### config.mk
export PLATFORM = sky130hd
export DESIGN_NAME = isp_port
export DESIGN_NICKNAME = d
export VERILOG_FILES = /design/src/rtl/README_unused.v /design/src/rtl/isp_port.v /design/src/rtl/isp_cmd_fifo.v
export VERILOG_INCLUDE_DIRS = /design/src /design/src/rtl
export SDC_FILE = /design/constraint.sdc
export NUM_CORES = 1
export LEC_CHECK = 0
export BUFFER_PORTS_ARGS = -buffer_cell sky130_fd_sc_hd__buf_4
export CORE_MARGIN = 2
export CORE_UTILIZATION = 29
export DETAILED_ROUTE_END_ITERATION = 7
export SKIP_LAST_GASP = 1
export SLEW_MARGIN = 10
export SYNTH_ARGS = -nofsm -noshare
export SYNTH_HDL_FRONTEND = slang
export SYNTH_SLANG_ARGS = --single-unit
### constraint.sdc
create_clock -name clock -period 4.2 [get_ports clock]
set_clock_uncertainty 0.15 [all_clocks]
set_input_delay 0.84 -clock clock [delete_from_list [all_inputs] [get_ports clock]]
set_output_delay 0.84 -clock clock [all_outputs]
set_load 0.02 [all_outputs]
### src/rtl/isp_defines.vh
`ifndef ISP_DEFINES_VH
`define ISP_DEFINES_VH

// ----------------------------------------------------------------------
// instruction framing
// ----------------------------------------------------------------------
`define ISP_FRAME_BITS     32
`define ISP_BYTE_BITS      8

// ----------------------------------------------------------------------
// first-byte and second-byte patterns
// ----------------------------------------------------------------------
`define ISP_PFX_ENABLE     8'hAC
`define ISP_B2_ENABLE      8'h53
`define ISP_B2_ERASE_TOP   3'h4
`define ISP_B2_LOCK_TOP    3'h7
`define ISP_B2_FUSE_LO     8'hA0
`define ISP_B2_FUSE_HI     8'hA8
`define ISP_OP_RD_FLASH    8'h20
`define ISP_OP_LD_PAGE     8'h40
`define ISP_OP_WR_PAGE     8'h4C
`define ISP_OP_RD_EE       8'hA0
`define ISP_OP_WR_EE       8'hC0
`define ISP_OP_RD_LOCK     8'h58
`define ISP_OP_RD_FUSE_LO  8'h50
`define ISP_B2_RD_FUSE_HI  8'h08
`define ISP_OP_RD_SIG      8'h30
`define ISP_OP_RD_CAL      8'h38
`define ISP_HBIT_POS       3
`define ISP_HBIT_MASK      8'hF7

// ----------------------------------------------------------------------
// command word toward the memory back end
// ----------------------------------------------------------------------
`define ISP_CMD_ERASE      3'h1
`define ISP_CMD_LOAD       3'h2
`define ISP_CMD_PAGE       3'h3
`define ISP_CMD_EEWR       3'h4
`define ISP_SPACE_FLASH    2'h0
`define ISP_SPACE_EE       2'h1
`define ISP_CMD_WIDTH      26

// ----------------------------------------------------------------------
// reset values of locally held bytes, and the fixed lock bits
// ----------------------------------------------------------------------
`define ISP_ERASED_BYTE    8'hFF
`define ISP_LOCK_FIXED     8'hC0
`define ISP_FUSE_LO_RST    8'hFF
`define ISP_FUSE_HI_RST    8'hFF

// ----------------------------------------------------------------------
// programmer-side minimum waits, for reference
// ----------------------------------------------------------------------
`define ISP_T_WD_FLASH_US  4500
`define ISP_T_WD_EE_US     9000
`define ISP_T_WD_FUSE_US   4500
`define ISP_T_WD_ERASE_US  9000

`endif

### src/rtl/README_unused.v
`timescale 1ns/1ps

### src/rtl/isp_port.v
`timescale 1ns/1ps
`default_nettype none
`include "isp_defines.vh"

module isp_port #(
  parameter [7:0] SIG0       = 8'h12,
  parameter [7:0] SIG1       = 8'h34,
  parameter [7:0] SIG2       = 8'h56,
  parameter [7:0] CAL_BYTE   = 8'h80,
  parameter       FIFO_DEPTH = 16,
  parameter       FIFO_AW    = 4
) (
  input  wire        clock,
  input  wire        sys_rst,
  input  wire        reset_pin_n,
  input  wire        sck,
  input  wire        mosi,
  output reg         miso,
  output reg         miso_oe_n,
  output wire        cmd_valid,
  input  wire        cmd_ready,
  output wire [2:0]  cmd_op,
  output wire [14:0] cmd_addr,
  output wire [7:0]  cmd_data,
  input  wire        mem_busy,
  output reg         rd_req,
  output reg  [1:0]  rd_space,
  output reg  [14:0] rd_addr,
  input  wire [7:0]  rd_data,
  input  wire        rd_valid,
  output reg         prog_mode,
  output reg  [7:0]  lock_bits,
  output reg  [7:0]  fuse_low,
  output reg  [7:0]  fuse_high,
  output reg         cmd_overrun
);

  // --------------------------------------------------------------------
  // pin synchronisers and edge detection
  // --------------------------------------------------------------------
  reg  [1:0]  sck_s_q;
  reg  [1:0]  mosi_s_q;
  reg  [1:0]  rstn_s_q;
  reg         sck_d1_q;

  // first stages feed only the second stages
  always @(posedge clock) begin
    if (sys_rst) begin
      sck_s_q  <= 2'h0;
      mosi_s_q <= 2'h0;
      rstn_s_q <= 2'h3;
      sck_d1_q <= 1'b0;
    end else begin
      sck_s_q  <= {sck_s_q[0], sck};
      mosi_s_q <= {mosi_s_q[0], mosi};
      rstn_s_q <= {rstn_s_q[0], reset_pin_n};
      sck_d1_q <= sck_s_q[1];
    end
  end

  wire active = ~rstn_s_q[1];
  wire rise   = active & sck_s_q[1] & ~sck_d1_q;
  wire fall   = active & ~sck_s_q[1] & sck_d1_q;

  // --------------------------------------------------------------------
  // shift register and field views
  // --------------------------------------------------------------------
  reg  [31:0] sr_q;
  reg  [4:0]  cnt_q;
  reg  [7:0]  obuf_q;
  reg  [7:0]  resp_q;
  reg         ff_force_q;
  reg         rd_wait_q;

  wire [31:0] sr_n     = {sr_q[30:0], mosi_s_q[1]};
  wire        byte_end = rise & (cnt_q[2:0] == 3'h7);
  wire        end3     = rise & (cnt_q == 5'd23);
  wire        end4     = rise & (cnt_q == 5'd31);

  // view after byte three, used to start reads early
  wire [7:0]  e_b0 = sr_n[23:16];
  wire [7:0]  e_b1 = sr_n[15:8];
  wire [7:0]  e_b2 = sr_n[7:0];
  // view after byte four, used to act on whole instructions
  wire [7:0]  f_b0 = sr_n[31:24];
  wire [7:0]  f_b1 = sr_n[23:16];
  wire [7:0]  f_b2 = sr_n[15:8];
  wire [7:0]  f_b3 = sr_n[7:0];

  // --------------------------------------------------------------------
  // write-in-progress tracking
  // --------------------------------------------------------------------
  reg         pend_q;
  reg  [25:0] pend_word_q;
  reg         fl_wip_q;
  reg         er_wip_q;
  reg         ee_wip_q;
  reg  [7:0]  fl_page_q;
  reg  [9:0]  ee_addr_q;
  wire        fifo_in_ready;
  wire        wip = pend_q | cmd_valid | mem_busy;

  // --------------------------------------------------------------------
  // whole-instruction decode
  // --------------------------------------------------------------------
  wire is_enable = (f_b0 == `ISP_PFX_ENABLE) && (f_b1 == `ISP_B2_ENABLE);
  wire is_erase  = (f_b0 == `ISP_PFX_ENABLE) && (f_b1[7:5] == `ISP_B2_ERASE_TOP);
  wire is_lockwr = (f_b0 == `ISP_PFX_ENABLE) && (f_b1[7:5] == `ISP_B2_LOCK_TOP);
  wire is_fuselo = (f_b0 == `ISP_PFX_ENABLE) && (f_b1 == `ISP_B2_FUSE_LO);
  wire is_fusehi = (f_b0 == `ISP_PFX_ENABLE) && (f_b1 == `ISP_B2_FUSE_HI);
  wire is_load   = ((f_b0 & `ISP_HBIT_MASK) == `ISP_OP_LD_PAGE) && (f_b0 != `ISP_OP_WR_PAGE);
  wire is_page   = (f_b0 == `ISP_OP_WR_PAGE);
  wire is_eewr   = (f_b0 == `ISP_OP_WR_EE);

  reg         push;
  reg  [25:0] push_word;

  // build the command word for the memory back end
  always @* begin
    push      = 1'b0;
    push_word = 26'h0;
    if (end4 && prog_mode) begin
      if (is_erase) begin
        push      = 1'b1;
        push_word = {`ISP_CMD_ERASE, 15'h0, 8'h0};
      end else if (is_load) begin
        push      = 1'b1;
        push_word = {`ISP_CMD_LOAD, 8'h0, f_b2[5:0], f_b0[`ISP_HBIT_POS], f_b3};
      end else if (is_page) begin
        push      = 1'b1;
        push_word = {`ISP_CMD_PAGE, 7'h0, f_b1[5:0], f_b2[7:6], 8'h0};
      end else if (is_eewr) begin
        push      = 1'b1;
        push_word = {`ISP_CMD_EEWR, 5'h0, f_b1[1:0], f_b2, f_b3};
      end
    end
  end

  // --------------------------------------------------------------------
  // serial framing, mode and local bytes
  // --------------------------------------------------------------------
  // reset pin high drops the mode and realigns the frame
  always @(posedge clock) begin
    if (sys_rst || !active) begin
      sr_q      <= 32'h0;
      cnt_q     <= 5'h0;
      obuf_q    <= 8'h0;
      prog_mode <= 1'b0;
    end else begin
      if (rise) begin
        sr_q  <= sr_n;
        cnt_q <= cnt_q + 5'h1;
      end
      if (byte_end) begin
        obuf_q <= sr_n[7:0];
      end
      if (end4 && is_enable) begin
        prog_mode <= 1'b1;
      end
    end
  end

  // lock and fuse bytes persist over pin resets
  always @(posedge clock) begin
    if (sys_rst) begin
      lock_bits <= `ISP_ERASED_BYTE;
      fuse_low  <= `ISP_FUSE_LO_RST;
      fuse_high <= `ISP_FUSE_HI_RST;
    end else if (end4 && prog_mode) begin
      if (is_erase) begin
        lock_bits <= `ISP_ERASED_BYTE;
      end else if (is_lockwr) begin
        lock_bits <= lock_bits & (f_b3 | `ISP_LOCK_FIXED);
      end
      if (is_fuselo) begin
        fuse_low <= f_b3;
      end
      if (is_fusehi) begin
        fuse_high <= f_b3;
      end
    end
  end

  // --------------------------------------------------------------------
  // read path: request after byte three, answer in byte four
  // --------------------------------------------------------------------
  wire        rd_fl   = (e_b0 & `ISP_HBIT_MASK) == `ISP_OP_RD_FLASH;
  wire        rd_ee   = (e_b0 == `ISP_OP_RD_EE);
  wire [13:0] fl_word = {e_b1[5:0], e_b2};
  wire [9:0]  ee_word = {e_b1[1:0], e_b2};
  wire        fl_hit  = wip & (er_wip_q | (fl_wip_q & (fl_word[13:6] == fl_page_q)));
  wire        ee_hit  = wip & (er_wip_q | (ee_wip_q & (ee_word == ee_addr_q)));

  // local bytes answer at once; arrays answer on rd_valid
  always @(posedge clock) begin
    if (sys_rst) begin
      rd_req     <= 1'b0;
      rd_space   <= `ISP_SPACE_FLASH;
      rd_addr    <= 15'h0;
      resp_q     <= 8'h0;
      ff_force_q <= 1'b0;
      rd_wait_q  <= 1'b0;
    end else begin
      rd_req <= 1'b0;
      if (end3) begin
        resp_q <= e_b2;
        if (prog_mode && rd_fl) begin
          rd_req     <= 1'b1;
          rd_space   <= `ISP_SPACE_FLASH;
          rd_addr    <= {fl_word, e_b0[`ISP_HBIT_POS]};
          ff_force_q <= fl_hit;
          rd_wait_q  <= 1'b1;
        end else if (prog_mode && rd_ee) begin
          rd_req     <= 1'b1;
          rd_space   <= `ISP_SPACE_EE;
          rd_addr    <= {5'h0, ee_word};
          ff_force_q <= ee_hit;
          rd_wait_q  <= 1'b1;
        end else if (prog_mode && e_b0 == `ISP_OP_RD_LOCK && e_b1 == 8'h00) begin
          resp_q <= lock_bits;
        end else if (prog_mode && e_b0 == `ISP_OP_RD_LOCK && e_b1 == `ISP_B2_RD_FUSE_HI) begin
          resp_q <= fuse_high;
        end else if (prog_mode && e_b0 == `ISP_OP_RD_FUSE_LO && e_b1 == 8'h00) begin
          resp_q <= fuse_low;
        end else if (prog_mode && e_b0 == `ISP_OP_RD_SIG) begin
          case (e_b2[1:0])
            2'h0:    resp_q <= SIG0;
            2'h1:    resp_q <= SIG1;
            2'h2:    resp_q <= SIG2;
            default: resp_q <= `ISP_ERASED_BYTE;
          endcase
        end else if (prog_mode && e_b0 == `ISP_OP_RD_CAL) begin
          resp_q <= CAL_BYTE;
        end
      end else if (rd_wait_q && rd_valid) begin
        resp_q    <= ff_force_q ? `ISP_ERASED_BYTE : rd_data;
        rd_wait_q <= 1'b0;
      end
    end
  end

  // --------------------------------------------------------------------
  // serial output
  // --------------------------------------------------------------------
  wire [2:0] bit_sel = 3'h7 - cnt_q[2:0];

  // byte four carries the answer, other bytes echo the last byte in
  always @(posedge clock) begin
    if (sys_rst) begin
      miso      <= 1'b0;
      miso_oe_n <= 1'b1;
    end else begin
      miso_oe_n <= ~active;
      if (fall) begin
        miso <= (cnt_q[4:3] == 2'h3) ? resp_q[bit_sel] : obuf_q[bit_sel];
      end
    end
  end

  // --------------------------------------------------------------------
  // pending push, overrun and busy flags
  // --------------------------------------------------------------------
  // one-deep holding stage absorbs fifo back-pressure; a second write
  // arriving while it is still held is lost and flagged
  always @(posedge clock) begin
    if (sys_rst) begin
      pend_q      <= 1'b0;
      pend_word_q <= 26'h0;
      cmd_overrun <= 1'b0;
    end else begin
      if (push && pend_q && !fifo_in_ready) begin
        cmd_overrun <= 1'b1;
      end else if (!active) begin
        cmd_overrun <= 1'b0;
      end
      if (push && (!pend_q || fifo_in_ready)) begin
        pend_q      <= 1'b1;
        pend_word_q <= push_word;
      end else if (fifo_in_ready) begin
        pend_q <= 1'b0;
      end
    end
  end

  // a new write sets its flag even as the old one clears
  always @(posedge clock) begin
    if (sys_rst) begin
      fl_wip_q  <= 1'b0;
      er_wip_q  <= 1'b0;
      ee_wip_q  <= 1'b0;
      fl_page_q <= 8'h0;
      ee_addr_q <= 10'h0;
    end else begin
      if (!wip) begin
        fl_wip_q <= 1'b0;
        er_wip_q <= 1'b0;
        ee_wip_q <= 1'b0;
      end
      if (push && is_page) begin
        fl_wip_q  <= 1'b1;
        fl_page_q <= {f_b1[5:0], f_b2[7:6]};
      end
      if (push && is_erase) begin
        er_wip_q <= 1'b1;
      end
      if (push && is_eewr) begin
        ee_wip_q  <= 1'b1;
        ee_addr_q <= {f_b1[1:0], f_b2};
      end
    end
  end

  // --------------------------------------------------------------------
  // command fifo toward the memory back end
  // --------------------------------------------------------------------
  wire [25:0] fifo_out;

  isp_cmd_fifo #(
    .WIDTH (`ISP_CMD_WIDTH),
    .DEPTH (FIFO_DEPTH),
    .AW    (FIFO_AW)
  ) u_fifo (
    .clock     (clock),
    .sys_rst   (sys_rst),
    .in_valid  (pend_q),
    .in_ready  (fifo_in_ready),
    .in_data   (pend_word_q),
    .out_valid (cmd_valid),
    .out_ready (cmd_ready),
    .out_data  (fifo_out)
  );

  assign cmd_op   = fifo_out[25:23];
  assign cmd_addr = fifo_out[22:8];
  assign cmd_data = fifo_out[7:0];

endmodule

`default_nettype wire

### src/rtl/isp_cmd_fifo.v
`timescale 1ns/1ps
`default_nettype none

// ----------------------------------------------------------------------
// command fifo, flip-flop storage
// ----------------------------------------------------------------------
module isp_cmd_fifo #(
  parameter WIDTH = 26,
  parameter DEPTH = 16,
  parameter AW    = 4
) (
  input  wire             clock,
  input  wire             sys_rst,
  input  wire             in_valid,
  output wire             in_ready,
  input  wire [WIDTH-1:0] in_data,
  output wire             out_valid,
  input  wire             out_ready,
  output wire [WIDTH-1:0] out_data
);

  reg [WIDTH-1:0] mem_q [0:DEPTH-1];
  reg [AW:0]      wr_q;
  reg [AW:0]      rd_q;

  // extra pointer bit tells full from empty
  assign in_ready  = (wr_q[AW] == rd_q[AW]) || (wr_q[AW-1:0] != rd_q[AW-1:0]);
  assign out_valid = (wr_q != rd_q);
  assign out_data  = mem_q[rd_q[AW-1:0]];

  // pointers
  always @(posedge clock) begin
    if (sys_rst) begin
      wr_q <= {(AW+1){1'b0}};
      rd_q <= {(AW+1){1'b0}};
    end else begin
      if (in_valid && in_ready) begin
        wr_q <= wr_q + 1'b1;
      end
      if (out_valid && out_ready) begin
        rd_q <= rd_q + 1'b1;
      end
    end
  end

  // storage needs no reset, never read while empty
  always @(posedge clock) begin
    if (in_valid && in_ready) begin
      mem_q[wr_q[AW-1:0]] <= in_data;
    end
  end

endmodule

`default_nettype wire

==> metrics.md, run 1 <==
| Metric | Value |
|---|---|
| Peak supply drop | `0.339 mV` |
| Clock sink count | `498` |
| First-pass GRT wire length | `75.5 mm` |
| CTS HTree Levels | `2` |
| Drt wl/cell | `21.3 µm` |
| GR Layer Usage met3 | `0.0268` |
| RSZ-0062 raised after global routing | `false` |
| Die X | `268 µm` |
| Place WS | `0.926 ns` |
| Crit share post-route | `0.908` |
| Setup Total Neg Slack | `0 ns` |
| Dpl hpwl | `30.4 mm` |
| Synth cell count leaders | `336 x edfxtp_1, 162 x dfxtp_1, 126 x nand2_1, 109 x mux4_2, 81 x a21oi_1` |
| Final worst path period need | `3.81 ns` |
| GRT busiest layer | `met2` |
| Ys Warns | `0` |
| IO Pins | `89` |
| Final setup violation count | `0` |
| Cell Pwr Density | `414 nW/µm²` |
| Critical Path RT | `3.21 ns` |
| Vias/cell | `4.99` |
| Final worst slack | `0.387 ns` |
| WS Path Type | `reg2out` |
| CTS Root Cell | `clkbuf_16` |
| Initial antenna violation count | `1` |
| Net Sw Frac | `0.199` |
| Synth area leader | `edfxtp_1` |
| Drt first-iter violations | `1176` |
| Logic pwr share | `0.007` |
| Final WL | `50.3 mm` |
| Post-CTS setup buffer count | `0` |
| Pin count of the biggest net entering global routing | `45` |
| Port buffer count | `82` |
| Met2 GRT Util | `0.229` |
| Post-DRT Antenna Nets | `0` |
| Net switching power | `1.94 mW` |
| Post_cts resized | `0` |
| Initial core utilization | `0.294` |
| Core Rows | `96` |
| CTS Hold Bufs | `0` |
| Post-synth EDFFs | `336` |
| Met1 Usage GRT | `0.189` |
| Area delta synth->final | `16.7%` |
| Max_slew headroom | `0.252` |
| Hold Fails Final Rpt | `0` |
| CP Max Fanout | `40` |
| Die ar. | `71700 µm²` |
| Number of distinct library cells after synthesis | `73` |
| Pre-antenna DRT Iters | `5` |
| Vias post-DR | `11800` |
| Global route overflow | `0` |
| # diodes | `0` |
| Core area | `68700 µm²` |
| Sequential fraction of the synthesis area | `0.661` |
| Synth Instances | `1331` |
| Hold Path Class | `reg2reg` |
| Vias in the first global route | `11800` |
| Gpl congestion | `0.831` |
| Highest clock rate | `0.262 GHz` |
| Worst setup SP type | `flip-flop` |
| Async set or reset register ratio after synthesis | `0` |
| Top_reg_cell synth | `edfxtp_1` |
| Count leader, synth | `edfxtp_1` |
| CTS clock-pin slew for the worst setup and hold paths | `0.06 ns` |
| Layout cells sized above 1 | `0.259` |
| Internal power | `7.79 mW` |
| Synth Register Bits | `498` |
| Num CTS Buffers | `48` |
| Crit path capture type | `output port` |
| Status | `complete, no violations` |
| Die H | `268 µm` |
| Syn_area_per_cell | `15.2 µm²` |
| Share of the synthesized area in the top cell type | `0.500` |
| Final Max Tran Viols | `0` |
| CP arrival | `2.82 ns` |
| Worst skew pair latency | `0.58 ns` |
| Sequential power share | `0.531` |
| Clk network pwr share | `0.462` |
| GRT Total Usage | `0.139` |
| Drt drc | `0` |
| # nets final | `1422` |
| Leading post-synthesis cells by cell area | `edfxtp_1 50%, dfxtp_1 16%, mux4_2 12%` |
| Max Root-Sink Buffers | `3` |
| Leakage | `7.50 nW` |
| CTS tree | `yes` |
| Total of max-cap violations | `0` |
| Worst-margin pin slew | `1.12 ns` |
| Post-Synthesis Cell Area | `20200 µm²` |
kinds of logic (layout without fill, tap and decap cells):
group,Yosys count,in the layout,share of synthesized area
flip-flops,498,498,0.661
AND/OR/NAND/NOR,330,330,0.0813
AO/OA/AOI/OAI,200,200,0.0707
multiplexers,148,148,0.141
buffers and inverters,112,210,0.0257
XOR/XNOR,34,34,0.0148
adder cells (fa/ha/maj),8,8,0.00496
other,1,6,0.000186
state kept, by name, summed over array words and instances (netlist names), 5 cells and up, named ones only:
name and flops:
ee_addr_q 10, fuse_high 8, rd_addr 15, u_fifo.wr_q 5, resp_q 8, obuf_q 8
pend_word_q 21, u_fifo.rd_q 5, lock_bits 7, sr_q 31, fl_page_q 8, cnt_q 5
u_fifo.mem_q 336, fuse_low 8
path summary, 6_finish.rpt:
check	start	end	slack (ns)	cells after the start
setup / recovery	flip-flop	cmd_addr[5]	0.39	4
hold reg to reg	rstn_s_q[0]$_SDFF_PP1_	rstn_s_q[1]$_SDFF_PP1_	0.25	1
setup reg to reg	u_fifo.wr_q[2]$_SDFFE_PP0P_	u_fifo.mem_q[10][13]$_DFFE_PP_	1.01	6
hold / removal	rstn_s_q[0]$_SDFF_PP1_	rstn_s_q[1]$_SDFF_PP1_	0.25	1
layer usage:
metal	vias to the layer above	wire length, µm
met5	-	0
met1	5994	21800
li1	5302	-
met4	0	1150
met2	436	23900
met3	80	3430
worst max-delay path, cell delays in order (launching register included):
cell     delay, ns
dfxtp_4       0.61
buf_12        0.36
mux4_2        0.54
mux4_2        0.52
buf_4         0.18
power by group through the flow:
stage	combinational (mW)	sequential [mW]	clock (mW)
CTS	0.0654	5.17	4.59
global placement	0.0647	5.28	0
detailed placement	0.0653	5.28	0
global route	0.0706	5.17	4.78
floorplan	0.0419	5.28	0
finish	0.0656	5.17	4.50
stage by stage:
stage	utilization	instance area (µm²)	instances	total power [mW]	hold WS, ns
after floorplan	-	20200	1336	5.32	0.239
after global placement	0.318	21900	2279	5.34	0.246
after detailed placement	0.318	21900	2279	5.34	0.247
after CTS	0.342	23500	2365	9.83	0.260
after global routing	0.342	23500	2365	10.0	0.272
final	0.342	23500	2365	9.73	0.255
cell type report:
type	instances	area [µm²]
Tap cell	931	1160
Timing Repair Buffer	119	943
Clock buffer	61	1320
Fill cell	6644	45200
Clock inverter	25	344
Inverter	5	18.8
Sequential cell	498	13300
Multi-Input combinational cell	726	6400
layout by cell type (no fill, tap or decap), types with 11 or more instances in the layout:
cell	instances
dfxtp_1	159
edfxtp_1	336
mux2i_1	38
nor2_1	58
nand3_1	21
xnor2_1	22
nor2b_1	11
a21oi_1	80
nand4_1	15
nand2_1	126
o221a_2	17
o21ai_0	21
mux4_2	109
nor2_2	11
nor3_1	27
clkbuf_16	48
xor2_1	12
buf_4	115
No activity file was read; power rests on OpenSTA's default activity.
==> run 2: changes to the inputs <==
- CORE_UTILIZATION: 29 -> 25
==> run 2 against run 1 <==
Via count down 0.27%. Critical path depth did not move. Final area up 0.56%. Total power decreased by 1.9%. First-iteration DRC count fell by 4.3%. Sequential share of layout area is 0.32 points lower. Clock power down 4%. Non-clock buffer count grew 4. Die area is 16% higher. Wire length grew 1.5%. Critical path type unchanged. Critical endpoint is now cmd_addr[8]. Largest power group unchanged.
==> metrics.md, run 2 (synthesized netlist as in run 1, its figures left out) <==
| Metric | Value |
|---|---|
| Status | `complete, no violations` |
| CP Max Fanout | `32` |
| Max_slew headroom | `0.321` |
| Final Cell Area | `23700 µm²` |
| Net Sw Frac | `0.201` |
| Hold path depth | `1` |
| Vias post-DR | `11800` |
| Max FFs per register | `336` |
| Critical Path RT | `3.21 ns` |
| Highest clock rate | `0.261 GHz` |
| Port buffer count | `82` |
| GR Layer Usage met3 | `0.0228` |
| Initial antenna violation count | `0` |
| Pin count of the biggest net entering global routing | `62` |
| Multi-input logic area | `6410 µm²` |
| Storage element area | `13300 µm²` |
| Worst setup SP type | `flip-flop` |
| Pre-antenna DRT Iters | `5` |
| Worst hold slack | `0.259 ns` |
| Fill count | `8004` |
| Core area | `80200 µm²` |
| First-pass GRT wire length | `76.6 mm` |
| Top cell by count, worst path | `mux4_2` |
| CTS clock-pin slew for the worst setup and hold paths | `0.06 ns` |
| Final worst path period need | `3.84 ns` |
| Worst-margin pin slew | `1.02 ns` |
| Dpl hpwl | `32.1 mm` |
| Final worst slack | `0.364 ns` |
| Internal power | `7.62 mW` |
| Hold Fails Final Rpt | `0` |
| Die H | `288 µm` |
| Worst r2r path cells | `8` |
| Met1 Usage GRT | `0.160` |
| Global route overflow | `0` |
| Post-DRT Antenna Nets | `0` |
| Final setup violation count | `0` |
| Drt wl/cell | `20.4 µm` |
| Hold Path Class | `reg2reg` |
| Peak supply drop | `0.248 mV` |
| Worst skew pair latency | `0.60 ns` |
| Setup Total Neg Slack | `0 ns` |
| Crit share post-route | `0.913` |
| Cell Pwr Density | `403 nW/µm²` |
| Vias in the first global route | `11900` |
| WS Path Type | `reg2out` |
| Clock sink count | `498` |
| CTS Root Cell | `clkbuf_16` |
| Crit-path cells | `buf_12 > mux4_2 > mux4_2 > buf_4` |
| Area delta synth->final | `17.3%` |
| Post-CTS setup buffer count | `0` |
| Logic pwr share | `0.007` |
| Sequential power share | `0.542` |
| Drt drc | `0` |
| Num CTS Buffers | `50` |
| RSZ-0062 raised after global routing | `false` |
| Vias/cell | `4.70` |
| Most common cell after layout, fill and taps aside | `edfxtp_1` |
| Max stage delay on crit path | `0.65 ns` |
| Die X | `288 µm` |
| Gpl congestion | `0.815` |
| Leakage | `7.49 nW` |
| CTS HTree Levels | `2` |
| Net switching power | `1.92 mW` |
| Die ar. | `83000 µm²` |
| IO Pins | `89` |
| Core Rows | `104` |
| Layout cells sized above 1 | `0.253` |
| Clk network pwr share | `0.451` |
| GRT Total Usage | `0.122` |
| Area post-placement | `22100 µm²` |
| Max Root-Sink Buffers | `3` |
| # nets final | `1428` |
| Crit path capture type | `output port` |
| Initial core utilization | `0.252` |
| Final Max Tran Viols | `0` |
| Met2 GRT Util | `0.206` |
| Total of max-cap violations | `0` |
| Post_cts resized | `0` |
| Final WL | `51.0 mm` |
| CP arrival | `2.85 ns` |
| Slowest-stage cell, CP | `dfxtp_4` |
| Drt first-iter violations | `1125` |
| CTS tree | `yes` |
| Most frequent cells in the layout | `336 x edfxtp_1, 159 x dfxtp_1, 126 x nand2_1` |
| GRT busiest layer | `met2` |
| CTS Hold Bufs | `0` |
| # diodes | `0` |
| Place WS | `0.898 ns` |
## run 2: cell types whose count changed in the layout (fill, tap and decap cells not counted), moves of 2 or more
cell,delta
nor2_2,-2
buf_4,+3
bufinv_16,-4
clkbuf_16,+4
clkbuf_1,+8
clkbuf_8,-4
nor2_4,+2
clkinv_1,+7
## run 2: worst paths after layout
path                                from                   endpoint  slack, ns
setup / recovery               flip-flop                cmd_addr[8]       0.36
hold / removal    rstn_s_q[0]$_SDFF_PP1_     rstn_s_q[1]$_SDFF_PP1_       0.26
setup reg to reg   cnt_q[0]$_SDFFE_PP0P_  fuse_high[5]$_SDFFE_PP1P_       1.07
hold reg to reg   rstn_s_q[0]$_SDFF_PP1_     rstn_s_q[1]$_SDFF_PP1_       0.26
## run 2: through the flow
step | utilization | std cells | total power, mW
final | 0.295 | 2504 | 9.54
after global routing | 0.295 | 2504 | 9.84
after floorplan | - | 1336 | 5.32
after CTS | 0.295 | 2504 | 9.63
after global placement | 0.275 | 2412 | 5.34
after detailed placement | 0.275 | 2412 | 5.34
## run 2: critical path: cells and delay by family (launching register included)
family / cells / cell delay, ns
flops: 1 / 0.65
mux: 2 / 1.08
buf+inv: 2 / 0.50
## run 2: metal layers
layer,share of wire,vias up,wire [µm]
li1,-,5315,-
met5,0,-,0
met4,0.019,0,969
met3,0.053,71,2730
met2,0.49,379,25100
met1,0.44,6015,22300
## run 2: power by group through the flow
stage / Clock, mW / Combinational, mW / Sequential (mW)
4_1_cts: 4.39 / 0.0643 / 5.17
3_3_place_gp: 0 / 0.0633 / 5.28
6_report: 4.30 / 0.0645 / 5.18
3_5_place_dp: 0 / 0.0642 / 5.28
2_1_floorplan: 0 / 0.0419 / 5.28
5_1_grt: 4.60 / 0.0694 / 5.17
## run 2: area by class of cell
cell class | instances | area share
flip-flops and latches | 498 | 0.564
clock inverters | 25 | 0.00878
repair buffers | 123 | 0.0417
inverters | 5 | 0.000793
well taps | 1060 | 0.0560
multi-input cells | 726 | 0.271
clock buffers | 67 | 0.0582
